--- src/design/closed_loop_consts.vh ---
// What this block does
// - Five-bit code picks closed-loop deceleration rate
// - Deceleration code ignored by closed_loop_decel_rate under speed-mode surge
// - PWM code sets 10 to 75 kHz
// - Phase select gates when speed pulse emits
// - Divider code divides speed pulse output
// - Gating mode stops pulse below threshold
// - Threshold code picks 1 to 30 mV
// - Threshold gain follows bus voltage scale
// - Surge prevention enable bit
// - Dead-time compensation enable bit
// - Bit zero picks recirculation stop action
// - Source select uses acceleration rate instead
`ifndef CLOSED_LOOP_CONSTS_VH
`define CLOSED_LOOP_CONSTS_VH

// ************************************************************
// Register map
// ************************************************************
`define CL_SETTINGS_ONE_OFFSET 8'h88
`define CL_SETTINGS_ONE_RESET 32'h00000000

// ************************************************************
// Field positions
// ************************************************************
`define ACC_MSB 29
`define ACC_LSB 25
`define DEC_SRC_BIT 24
`define DEC_MSB 23
`define DEC_LSB 19
`define PWM_MSB 18
`define PWM_LSB 15
`define PSEL_MSB 13
`define PSEL_LSB 12
`define DIV_MSB 11
`define DIV_LSB 8
`define GATE_BIT 7
`define THR_MSB 6
`define THR_LSB 4
`define SURGE_BIT 3
`define DTC_BIT 2
`define BRAKE_BIT 0

// ************************************************************
// Encodings and timing
// ************************************************************
`define PWM_CODE_MAX 4'hd
`define THR_CODE_MAX 3'h5
`define CLOCK_HZ 50000000
`define PWM_BASE_KHZ 10
`define PWM_STEP_KHZ 5
`define MODE_SPEED 2'h0
`define STOP_RECIRC 3'h1
`define BUS_SCALE_15 2'h0
`define BUS_SCALE_30 2'h1
`define BUS_SCALE_60 2'h2

`endif

--- src/design/pwm_period_lut.v ---
`timescale 1ns/1ps
`include "closed_loop_consts.vh"

// Maps a frequency code to a period in system clocks
module pwm_period_lut (
  input wire [3:0] code,
  output reg [15:0] period,
  output reg valid
);

  wire [15:0] period_tbl [0:13];

  // ************************************************************
  // Period table
  // ************************************************************
  // Division done at elaboration only, so no divider is built in hardware
  genvar k;
  generate
    for (k = 0; k <= `PWM_CODE_MAX; k = k + 1) begin : g_entry
      localparam [31:0] TICKS = `CLOCK_HZ / ((`PWM_BASE_KHZ + `PWM_STEP_KHZ * k) * 1000);
      assign period_tbl[k] = TICKS[15:0];
    end
  endgenerate

  // ************************************************************
  // Period lookup
  // ************************************************************
  // Codes above the top are held at 75 kHz
  // frequency table
  always @* begin
    valid = (code <= `PWM_CODE_MAX);
    if (valid) begin
      period = period_tbl[code];
    end else begin
      period = period_tbl[`PWM_CODE_MAX];
    end
  end

endmodule

--- src/design/bemf_threshold_lut.v ---
`timescale 1ns/1ps
`include "closed_loop_consts.vh"

// Threshold scaled up by the gain to the phase node, in millivolts
module bemf_threshold_lut (
  input wire [2:0] code,
  input wire [1:0] bus_voltage_scale,
  output reg [15:0] thr_node_mv,
  output reg valid
);

  reg [5:0] mv;
  reg [4:0] gain;

  // ************************************************************
  // Threshold and gain
  // ************************************************************
  // threshold table
  always @* begin
    valid = (code <= `THR_CODE_MAX);
    case (code)
      3'h0: mv = 6'h01;
      3'h1: mv = 6'h02;
      3'h2: mv = 6'h05;
      3'h3: mv = 6'h0a;
      3'h4: mv = 6'h14;
      default: mv = 6'h1e;
    endcase
    case (bus_voltage_scale)
      `BUS_SCALE_15: gain = 5'h05;
      `BUS_SCALE_30: gain = 5'h0a;
      default: gain = 5'h14;
    endcase
    // Compare threshold scaled back up to the node voltage in mV
    thr_node_mv = {10'h000, mv} * {11'h000, gain};
  end

endmodule

--- src/design/closed_loop_settings.v ---
// Implementation choices: the placing of the registers and the strobed register port.
`timescale 1ns/1ps
`include "closed_loop_consts.vh"

// Closed-loop settings register and the logic it steers
module closed_loop_settings #(
  parameter DIV_WIDTH = 4
) (
  input wire clock,
  input wire rst_n,
  input wire [7:0] addr,
  input wire [31:0] wdata,
  input wire wr_en,
  input wire rd_en,
  output reg [31:0] rdata,
  input wire [1:0] control_mode,
  input wire [2:0] stop_option_select,
  input wire [1:0] bus_voltage_scale,
  input wire in_initial_speed_detection,
  input wire in_open_loop,
  input wire in_closed_loop,
  input wire in_align,
  input wire first_attempt,
  input wire motor_driven,
  input wire [15:0] phase_node_mv,
  input wire speed_pulse_in,
  output reg [4:0] closed_loop_decel_rate,
  output reg decel_rate_unlimited,
  output reg [15:0] pwm_period,
  output reg pwm_code_valid,
  output reg speed_pulse_output,
  output reg surge_prevention_enable,
  output reg deadtime_comp_enable,
  output reg stop_low_side_brake,
  output reg stop_hi_z
);

  reg [31:0] cfg_reg;
  reg [DIV_WIDTH-1:0] div_cnt_reg;
  reg div_out_reg;
  reg pulse_prev_reg;
  reg above_thr;
  reg phase_ok;
  reg gate_ok;
  reg [DIV_WIDTH-1:0] div_lim;
  wire [15:0] period_w;
  wire period_ok_w;
  wire [15:0] thr_w;
  wire thr_ok_w;
  wire hit;

  assign hit = (addr == `CL_SETTINGS_ONE_OFFSET);

  // ************************************************************
  // Register access
  // ************************************************************
  // Every bit, reserved ones too, stores and reads back
  // store and read back
  always @(posedge clock) begin
    if (!rst_n) begin
      cfg_reg <= `CL_SETTINGS_ONE_RESET;
      rdata <= 32'h00000000;
    end else begin
      if (wr_en && hit) begin
        cfg_reg <= wdata;
      end
      // Unmapped reads return zero
      if (rd_en) begin
        rdata <= hit ? cfg_reg : 32'h00000000;
      end else begin
        rdata <= 32'h00000000;
      end
    end
  end

  // ************************************************************
  // Lookups
  // ************************************************************
  pwm_period_lut u_pwm (
    .code(cfg_reg[`PWM_MSB:`PWM_LSB]),
    .period(period_w),
    .valid(period_ok_w)
  );

  bemf_threshold_lut u_thr (
    .code(cfg_reg[`THR_MSB:`THR_LSB]),
    .bus_voltage_scale(bus_voltage_scale),
    .thr_node_mv(thr_w),
    .valid(thr_ok_w)
  );

  // ************************************************************
  // Speed pulse qualification
  // ************************************************************
  // Decode phase select, gating mode and divider limit
  always @* begin
    case (cfg_reg[`PSEL_MSB:`PSEL_LSB])
      2'h0: phase_ok = in_initial_speed_detection | in_open_loop | in_closed_loop;
      2'h1: phase_ok = in_closed_loop;
      2'h2: phase_ok = in_open_loop & first_attempt;
      default: phase_ok = 1'b0; // Undefined code stays silent
    endcase
    above_thr = thr_ok_w && (phase_node_mv > thr_w);
    gate_ok = cfg_reg[`GATE_BIT] ? (motor_driven & above_thr) : motor_driven;
    div_lim = (cfg_reg[`DIV_MSB:`DIV_LSB] == 4'h0) ? 4'h1 : cfg_reg[`DIV_MSB:`DIV_LSB];
  end

  // Divide by toggling every div_lim rising edges of the pulse
  // pulse divider
  always @(posedge clock) begin
    if (!rst_n) begin
      div_cnt_reg <= 4'h0;
      div_out_reg <= 1'b0;
      pulse_prev_reg <= 1'b0;
    end else begin
      pulse_prev_reg <= speed_pulse_in;
      if (speed_pulse_in && !pulse_prev_reg) begin
        if (div_cnt_reg + 4'h1 >= div_lim) begin
          div_cnt_reg <= 4'h0;
          div_out_reg <= ~div_out_reg;
        end else begin
          div_cnt_reg <= div_cnt_reg + 4'h1;
        end
      end
    end
  end

  // ************************************************************
  // Steered outputs
  // ************************************************************
  // All outputs registered so downstream sees no decode glitches
  always @(posedge clock) begin
    if (!rst_n) begin
      closed_loop_decel_rate <= 5'h00;
      decel_rate_unlimited <= 1'b0;
      pwm_period <= 16'h0000;
      pwm_code_valid <= 1'b0;
      speed_pulse_output <= 1'b0;
      surge_prevention_enable <= 1'b0;
      deadtime_comp_enable <= 1'b0;
      stop_low_side_brake <= 1'b0;
      stop_hi_z <= 1'b0;
    end else begin
      if (cfg_reg[`DEC_SRC_BIT]) begin
        closed_loop_decel_rate <= cfg_reg[`ACC_MSB:`ACC_LSB];
      end else if (cfg_reg[`SURGE_BIT] && control_mode == `MODE_SPEED) begin
        // Surge logic owns the ramp; report no limit from this field
        closed_loop_decel_rate <= 5'h1f;
      end else begin
        closed_loop_decel_rate <= cfg_reg[`DEC_MSB:`DEC_LSB];
      end
      decel_rate_unlimited <= (cfg_reg[`DEC_SRC_BIT] ?
        cfg_reg[`ACC_MSB:`ACC_LSB] : cfg_reg[`DEC_MSB:`DEC_LSB]) == 5'h1f;
      pwm_period <= period_w;
      pwm_code_valid <= period_ok_w;
      speed_pulse_output <= phase_ok & gate_ok & div_out_reg;
      surge_prevention_enable <= cfg_reg[`SURGE_BIT];
      deadtime_comp_enable <= cfg_reg[`DTC_BIT];
      if (stop_option_select == `STOP_RECIRC && (in_align || in_open_loop)) begin
        stop_low_side_brake <= cfg_reg[`BRAKE_BIT];
        stop_hi_z <= ~cfg_reg[`BRAKE_BIT];
      end else begin
        stop_low_side_brake <= 1'b0;
        stop_hi_z <= 1'b0;
      end
    end
  end

endmodule

--- config.mk ---
export PLATFORM = sky130hd
export DESIGN_NAME = closed_loop_settings
export DESIGN_NICKNAME = d
export VERILOG_FILES = /design/src/design/pwm_period_lut.v /design/src/design/bemf_threshold_lut.v /design/src/design/closed_loop_settings.v
export VERILOG_INCLUDE_DIRS = /design/src /design/src/design
export SDC_FILE = /design/constraint.sdc
export NUM_CORES = 1
export LEC_CHECK = 0
export ABC_AREA = 0
export BUFFER_PORTS_ARGS = -buffer_cell sky130_fd_sc_hd__buf_2
export CORE_ASPECT_RATIO = 2
export CORE_MARGIN = 3
export CORE_UTILIZATION = 30
export CTS_CLUSTER_SIZE = 14
export DETAILED_ROUTE_END_ITERATION = 10
export GPL_ROUTABILITY_DRIVEN = 0
export SLEW_MARGIN = 30
export SYNTH_ARGS = -nofsm -noshare
export SYNTH_HDL_FRONTEND = slang
export SYNTH_SLANG_ARGS = --single-unit
export TNS_END_PERCENT = 100
--- constraint.sdc ---
create_clock -name clock -period 6.2 [get_ports clock]
set_input_delay 1.24 -clock clock [delete_from_list [all_inputs] [get_ports clock]]
set_output_delay 1.24 -clock clock [all_outputs]
set_load 0.01 [all_outputs]
==> impl_metrics.xml <==
<?xml version="1.0" encoding="UTF-8"?>
<metrics>
  <group name="setup_path">
    <metric name="critical_r2r_capture" unit="">speed_pulse_output</metric>
    <metric name="worst-setup-path-type" unit="">in -&gt; reg</metric>
    <metric name="crit_fanout" unit="">12</metric>
    <metric name="critPathArrivalTime" unit="ns">5.59</metric>
    <metric name="rr_startpoint" unit="">cfg_reg[6]</metric>
    <metric name="sort_of_element_at_the_end_of_the_critical_path" unit="">flop</metric>
    <metric name="r2r.worst_path.cells" unit="">18</metric>
    <metric name="cpMostUsedCell" unit="">sky130_fd_sc_hd__ha_1</metric>
    <metric name="timing.critical_path.from_type" unit="">primary input</metric>
    <metric name="critPathMaxStageDelay" unit="ns">0.54</metric>
    <metric name="worstPathRequired" unit="ns">6.50</metric>
    <metric name="reg2reg_slack" unit="ns">1.31</metric>
    <metric name="crit_slowest_cell" unit="">sky130_fd_sc_hd__fa_1</metric>
    <metric name="path_cells" unit="">buf_2 -&gt; nand2b_1 -&gt; nor2_1 -&gt; a21o_1 -&gt; ha_1 -&gt; inv_1 -&gt; fa_1 -&gt; fa_1 -&gt; inv_1 -&gt; ha_1 -&gt; a21o_1 -&gt; a21oi_1 -&gt; nor2_1 -&gt; a311oi_1 -&gt; ha_1 -&gt; nand4bb_1 -&gt; o41ai_2 -&gt; a2111oi_1 -&gt; o41a_1</metric>
  </group>
  <group name="synthesis">
    <metric name="ys_seq_elements" unit="">95</metric>
    <metric name="cell_count_after_synthesis" unit="">461</metric>
    <metric name="synth-async-reset-ratio" unit="%">0</metric>
    <metric name="ys_warn_count" unit="">0</metric>
    <metric name="synthesis.area" unit="mm^2">0.004597</metric>
    <metric name="synth.lib_cells_used.distinct" unit="">52</metric>
    <metric name="synth.yosys.seq_area_share" unit="%">41.37</metric>
    <metric name="synth_ff_type" unit="">sky130_fd_sc_hd__dfxtp_1</metric>
    <metric name="postSynthAreaPerCell" unit="um^2">9.972</metric>
    <metric name="synth-edff-count" unit="">0</metric>
  </group>
  <group name="place">
    <metric name="placement.io_buffers" unit="">130</metric>
    <metric name="hpwlAfterDp" unit="um">9183</metric>
    <metric name="postPlaceCellArea" unit="mm^2">0.005411</metric>
  </group>
  <group name="clock_tree">
    <metric name="clock_path_buffers" unit="">2</metric>
    <metric name="cts.root.buffer_cell" unit="">sky130_fd_sc_hd__clkbuf_16</metric>
    <metric name="total_of_hold_buffers_inserted_after_clock_tree_synthesis" unit="">0</metric>
    <metric name="numCtsBuffers" unit="">9</metric>
    <metric name="clock_latency" unit="ns">0.35</metric>
    <metric name="postCtsResizedCells" unit="">0</metric>
    <metric name="tritoncts_num_sinks" unit="">95</metric>
    <metric name="post-cts-setup-buffers" unit="">0</metric>
    <metric name="cts_tree" unit="">built</metric>
    <metric name="cts_htree_levels" unit="">3</metric>
    <metric name="clk_pin_slew_worst_paths" unit="ns">0.07</metric>
  </group>
  <group name="sta">
    <metric name="final_hold_violating_endpoints" unit="">0</metric>
    <metric name="worst_slew_margin_rel" unit="%">42.48</metric>
    <metric name="fin_worst_skew" unit="ns">0.009173</metric>
    <metric name="max_freq" unit="MHz">188.7</metric>
    <metric name="setup-tns-final" unit="ns">0</metric>
    <metric name="setup_viol" unit="">0</metric>
    <metric name="slew_viol_final" unit="">0</metric>
    <metric name="timing_worst_slew_pin_value" unit="ns">0.8628</metric>
    <metric name="grt_setup_unrepaired" unit="">false</metric>
    <metric name="finalCritPeriodShare" unit="%">85.47</metric>
    <metric name="period_needed" unit="ns">5.299</metric>
  </group>
  <group name="run_status">
    <metric name="status" unit="">complete, no violations</metric>
  </group>
  <group name="global_route">
    <metric name="first_global_vias" unit="">3631</metric>
    <metric name="globalRouteMet1Util" unit="%">13.74</metric>
    <metric name="globalRoute.busiestLayer" unit="">met2</metric>
    <metric name="grt_max_degree" unit="">54</metric>
    <metric name="global_route.overflow_total" unit="">0</metric>
    <metric name="met2_usage" unit="%">26.51</metric>
    <metric name="first_pass_grt_wire_length" unit="um">18130</metric>
    <metric name="global_route.usage.met3" unit="%">2.667</metric>
    <metric name="grt_antenna_before_repair" unit="">0</metric>
    <metric name="track_usage" unit="%">14.02</metric>
  </group>
  <group name="power_and_ir_drop">
    <metric name="irDropWorstVdd" unit="V">0.0001239</metric>
    <metric name="powerDensity" unit="mW/mm^2">222.9</metric>
    <metric name="power_leakage" unit="nW">2.833</metric>
    <metric name="finalPower" unit="W">0.001276</metric>
  </group>
  <group name="final_layout">
    <metric name="finalNetCount" unit="">703</metric>
    <metric name="final.fill_count" unit="">1501</metric>
    <metric name="final_area" unit="mm^2">0.005725</metric>
    <metric name="sequential_cell_area" unit="mm^2">0.001902</metric>
    <metric name="num_antenna_cells" unit="">0</metric>
    <metric name="area_taken_by_multi_input_logic_gates" unit="mm^2">0.002499</metric>
    <metric name="drive_gt1_share" unit="%">26.75</metric>
    <metric name="area_growth_syn_to_layout" unit="%">24.55</metric>
  </group>
  <group name="worst_hold_path">
    <metric name="worstHoldEndpoint" unit="">stop_hi_z</metric>
    <metric name="worstHoldStart" unit="">cfg_reg[0]</metric>
    <metric name="worstHoldPathCells" unit="">1</metric>
    <metric name="worstHoldPathType" unit="">reg -&gt; reg</metric>
  </group>
  <group name="floorplan">
    <metric name="coreArea" unit="mm^2">0.01490</metric>
    <metric name="io_pins" unit="">134</metric>
    <metric name="num_rows" unit="">63</metric>
    <metric name="design.die.area" unit="mm^2">0.01693</metric>
    <metric name="chipHeight" unit="um">181.1</metric>
    <metric name="initial_utilization" unit="%">30.86</metric>
    <metric name="die_width" unit="um">93.53</metric>
  </group>
  <group name="run">
    <metric name="maxCapViolCount" unit="">0</metric>
  </group>
  <group name="routing">
    <metric name="wl_per_cell" unit="um">15.05</metric>
    <metric name="antenna_left" unit="">0</metric>
    <metric name="vias_per_cell" unit="">4.665</metric>
    <metric name="count_of_tritonroute_iterations_in_the_first_routing_pass" unit="">6</metric>
    <metric name="via_total_after_detailed_routing" unit="">3648</metric>
    <metric name="post-route-drc-count" unit="">0</metric>
    <metric name="postRouteWirelength" unit="um">11770</metric>
    <metric name="first_iter_violations" unit="">58</metric>
  </group>
</metrics>
## cells in the final DEF (no fill, tap or decap), types with 5 or more instances in the layout
cell                        synthesis  layout
sky130_fd_sc_hd__buf_2              3     130
sky130_fd_sc_hd__dfxtp_1           95      95
sky130_fd_sc_hd__nor2b_1           42      42
sky130_fd_sc_hd__and2_1            40      40
sky130_fd_sc_hd__ha_1              39      39
sky130_fd_sc_hd__mux2i_1           38      38
sky130_fd_sc_hd__inv_1             29      29
sky130_fd_sc_hd__nand2_1           18      18
sky130_fd_sc_hd__nor2_1            16      16
sky130_fd_sc_hd__a21oi_1           14      14
sky130_fd_sc_hd__nand2b_1          10      10
sky130_fd_sc_hd__clkbuf_16          0       9
sky130_fd_sc_hd__o21ai_0            8       8
sky130_fd_sc_hd__fa_1               8       8
sky130_fd_sc_hd__a21o_1             6       6
sky130_fd_sc_hd__nor3_1             6       6
sky130_fd_sc_hd__nand3_1            7       6
sky130_fd_sc_hd__a211oi_1           6       6
sky130_fd_sc_hd__xor2_1             5       5
sky130_fd_sc_hd__o21bai_1           5       5
sky130_fd_sc_hd__xnor2_1            5       5
## worst max-delay path, delay by kind of cell
| kind | cells | cell delay, ns |
|---|---|---|
| AO/OA/AOI/OAI | 7 | 1.61 |
| buffers and inverters | 3 | 0.29 |
| AND/OR/NAND/NOR | 4 | 0.53 |
| adder cells (fa/ha/maj) | 5 | 1.91 |
## cells by family after synthesis
| kind of cell | share of synthesized area, % |
|---|---|
| AND/OR/NAND/NOR | 20.14 |
| flip-flops | 41.37 |
| buffers and inverters | 4.572 |
| other | 0.08158 |
| multiplexers | 8.519 |
| AO/OA/AOI/OAI | 9.309 |
| XOR/XNOR | 1.905 |
| adder cells (fa/ha/maj) | 14.10 |
## per-layer routing
metal	routed length [um]	part of all wire, %
met3	580	4.9
met5	0	0
met4	376	3.2
met2	6583	56
met1	4231	36
## final cells by class
type	instances	share of cell area, %
Timing Repair Buffer	131	11.49
Multi-Input combinational cell	316	43.64
Tap cell	195	4.261
Clock buffer	10	4.174
Sequential cell	95	33.22
Inverter	29	1.901
Clock inverter	6	1.311
## Yosys cell counts (2+ instances only)
cell type | instances | area [um^2]
sky130_fd_sc_hd__a211oi_1 | 6 | 45.04
sky130_fd_sc_hd__a21o_1 | 6 | 45.04
sky130_fd_sc_hd__a21oi_1 | 14 | 70.07
sky130_fd_sc_hd__a311oi_1 | 2 | 17.52
sky130_fd_sc_hd__a31oi_1 | 3 | 18.77
sky130_fd_sc_hd__and2_1 | 40 | 250.2
sky130_fd_sc_hd__and4_1 | 2 | 17.52
sky130_fd_sc_hd__buf_2 | 3 | 15.01
sky130_fd_sc_hd__buf_4 | 3 | 22.52
sky130_fd_sc_hd__clkbuf_1 | 16 | 60.06
sky130_fd_sc_hd__dfxtp_1 | 95 | 1902
sky130_fd_sc_hd__fa_1 | 8 | 160.2
sky130_fd_sc_hd__ha_1 | 39 | 488.0
sky130_fd_sc_hd__inv_1 | 29 | 108.9
sky130_fd_sc_hd__mux2i_1 | 38 | 380.4
sky130_fd_sc_hd__nand2_1 | 18 | 67.56
sky130_fd_sc_hd__nand2b_1 | 10 | 62.56
sky130_fd_sc_hd__nand3_1 | 7 | 35.03
sky130_fd_sc_hd__nand4_1 | 3 | 18.77
sky130_fd_sc_hd__nor2_1 | 16 | 60.06
sky130_fd_sc_hd__nor2b_1 | 42 | 262.8
sky130_fd_sc_hd__nor3_1 | 6 | 30.03
sky130_fd_sc_hd__nor3b_1 | 2 | 15.01
sky130_fd_sc_hd__nor4b_2 | 3 | 45.04
sky130_fd_sc_hd__o211ai_1 | 3 | 22.52
sky130_fd_sc_hd__o21a_1 | 2 | 15.01
sky130_fd_sc_hd__o21ai_0 | 8 | 40.04
sky130_fd_sc_hd__o21bai_1 | 5 | 37.54
sky130_fd_sc_hd__xnor2_1 | 5 | 43.79
sky130_fd_sc_hd__xor2_1 | 5 | 43.79
## metrics by stage
step | cells | hold slack [ns] | util (%) | setup slack, ns
final | 782 | 0.4573 | 38.43 | 0.9011
after global routing | 782 | 0.4795 | 38.43 | 0.5741
after CTS | 782 | 0.4614 | 38.43 | 0.9316
after detailed placement | 766 | 0.4437 | 36.32 | 0.5520
after global placement | 766 | 0.4312 | 36.31 | 0.6526
after floorplan | 463 | 0.4210 | - | 1.106
## worst max-delay path by stage
stage | from | end | slack (ns) | depth (start not counted)
after floorplan | bus_voltage_scale[1] | speed_pulse_output | 1.11 | 18
after global placement | bus_voltage_scale[1] | speed_pulse_output | 0.65 | 19
after detailed placement | bus_voltage_scale[1] | speed_pulse_output | 0.55 | 19
after CTS | bus_voltage_scale[1] | speed_pulse_output | 0.93 | 19
after global routing | bus_voltage_scale[1] | speed_pulse_output | 0.57 | 19
final | bus_voltage_scale[1] | speed_pulse_output | 0.90 | 19
## where the power goes
part / switching, W / leakage [nW] / internal, W
clock: 0.000249 / 0.151 / 0.000329
sequential: 0.00000313 / 0.768 / 0.000615
combinational: 0.0000404 / 1.91 / 0.0000394
total: 0.000293 / 2.83 / 0.000984
(Power assumes the default switching activity.)
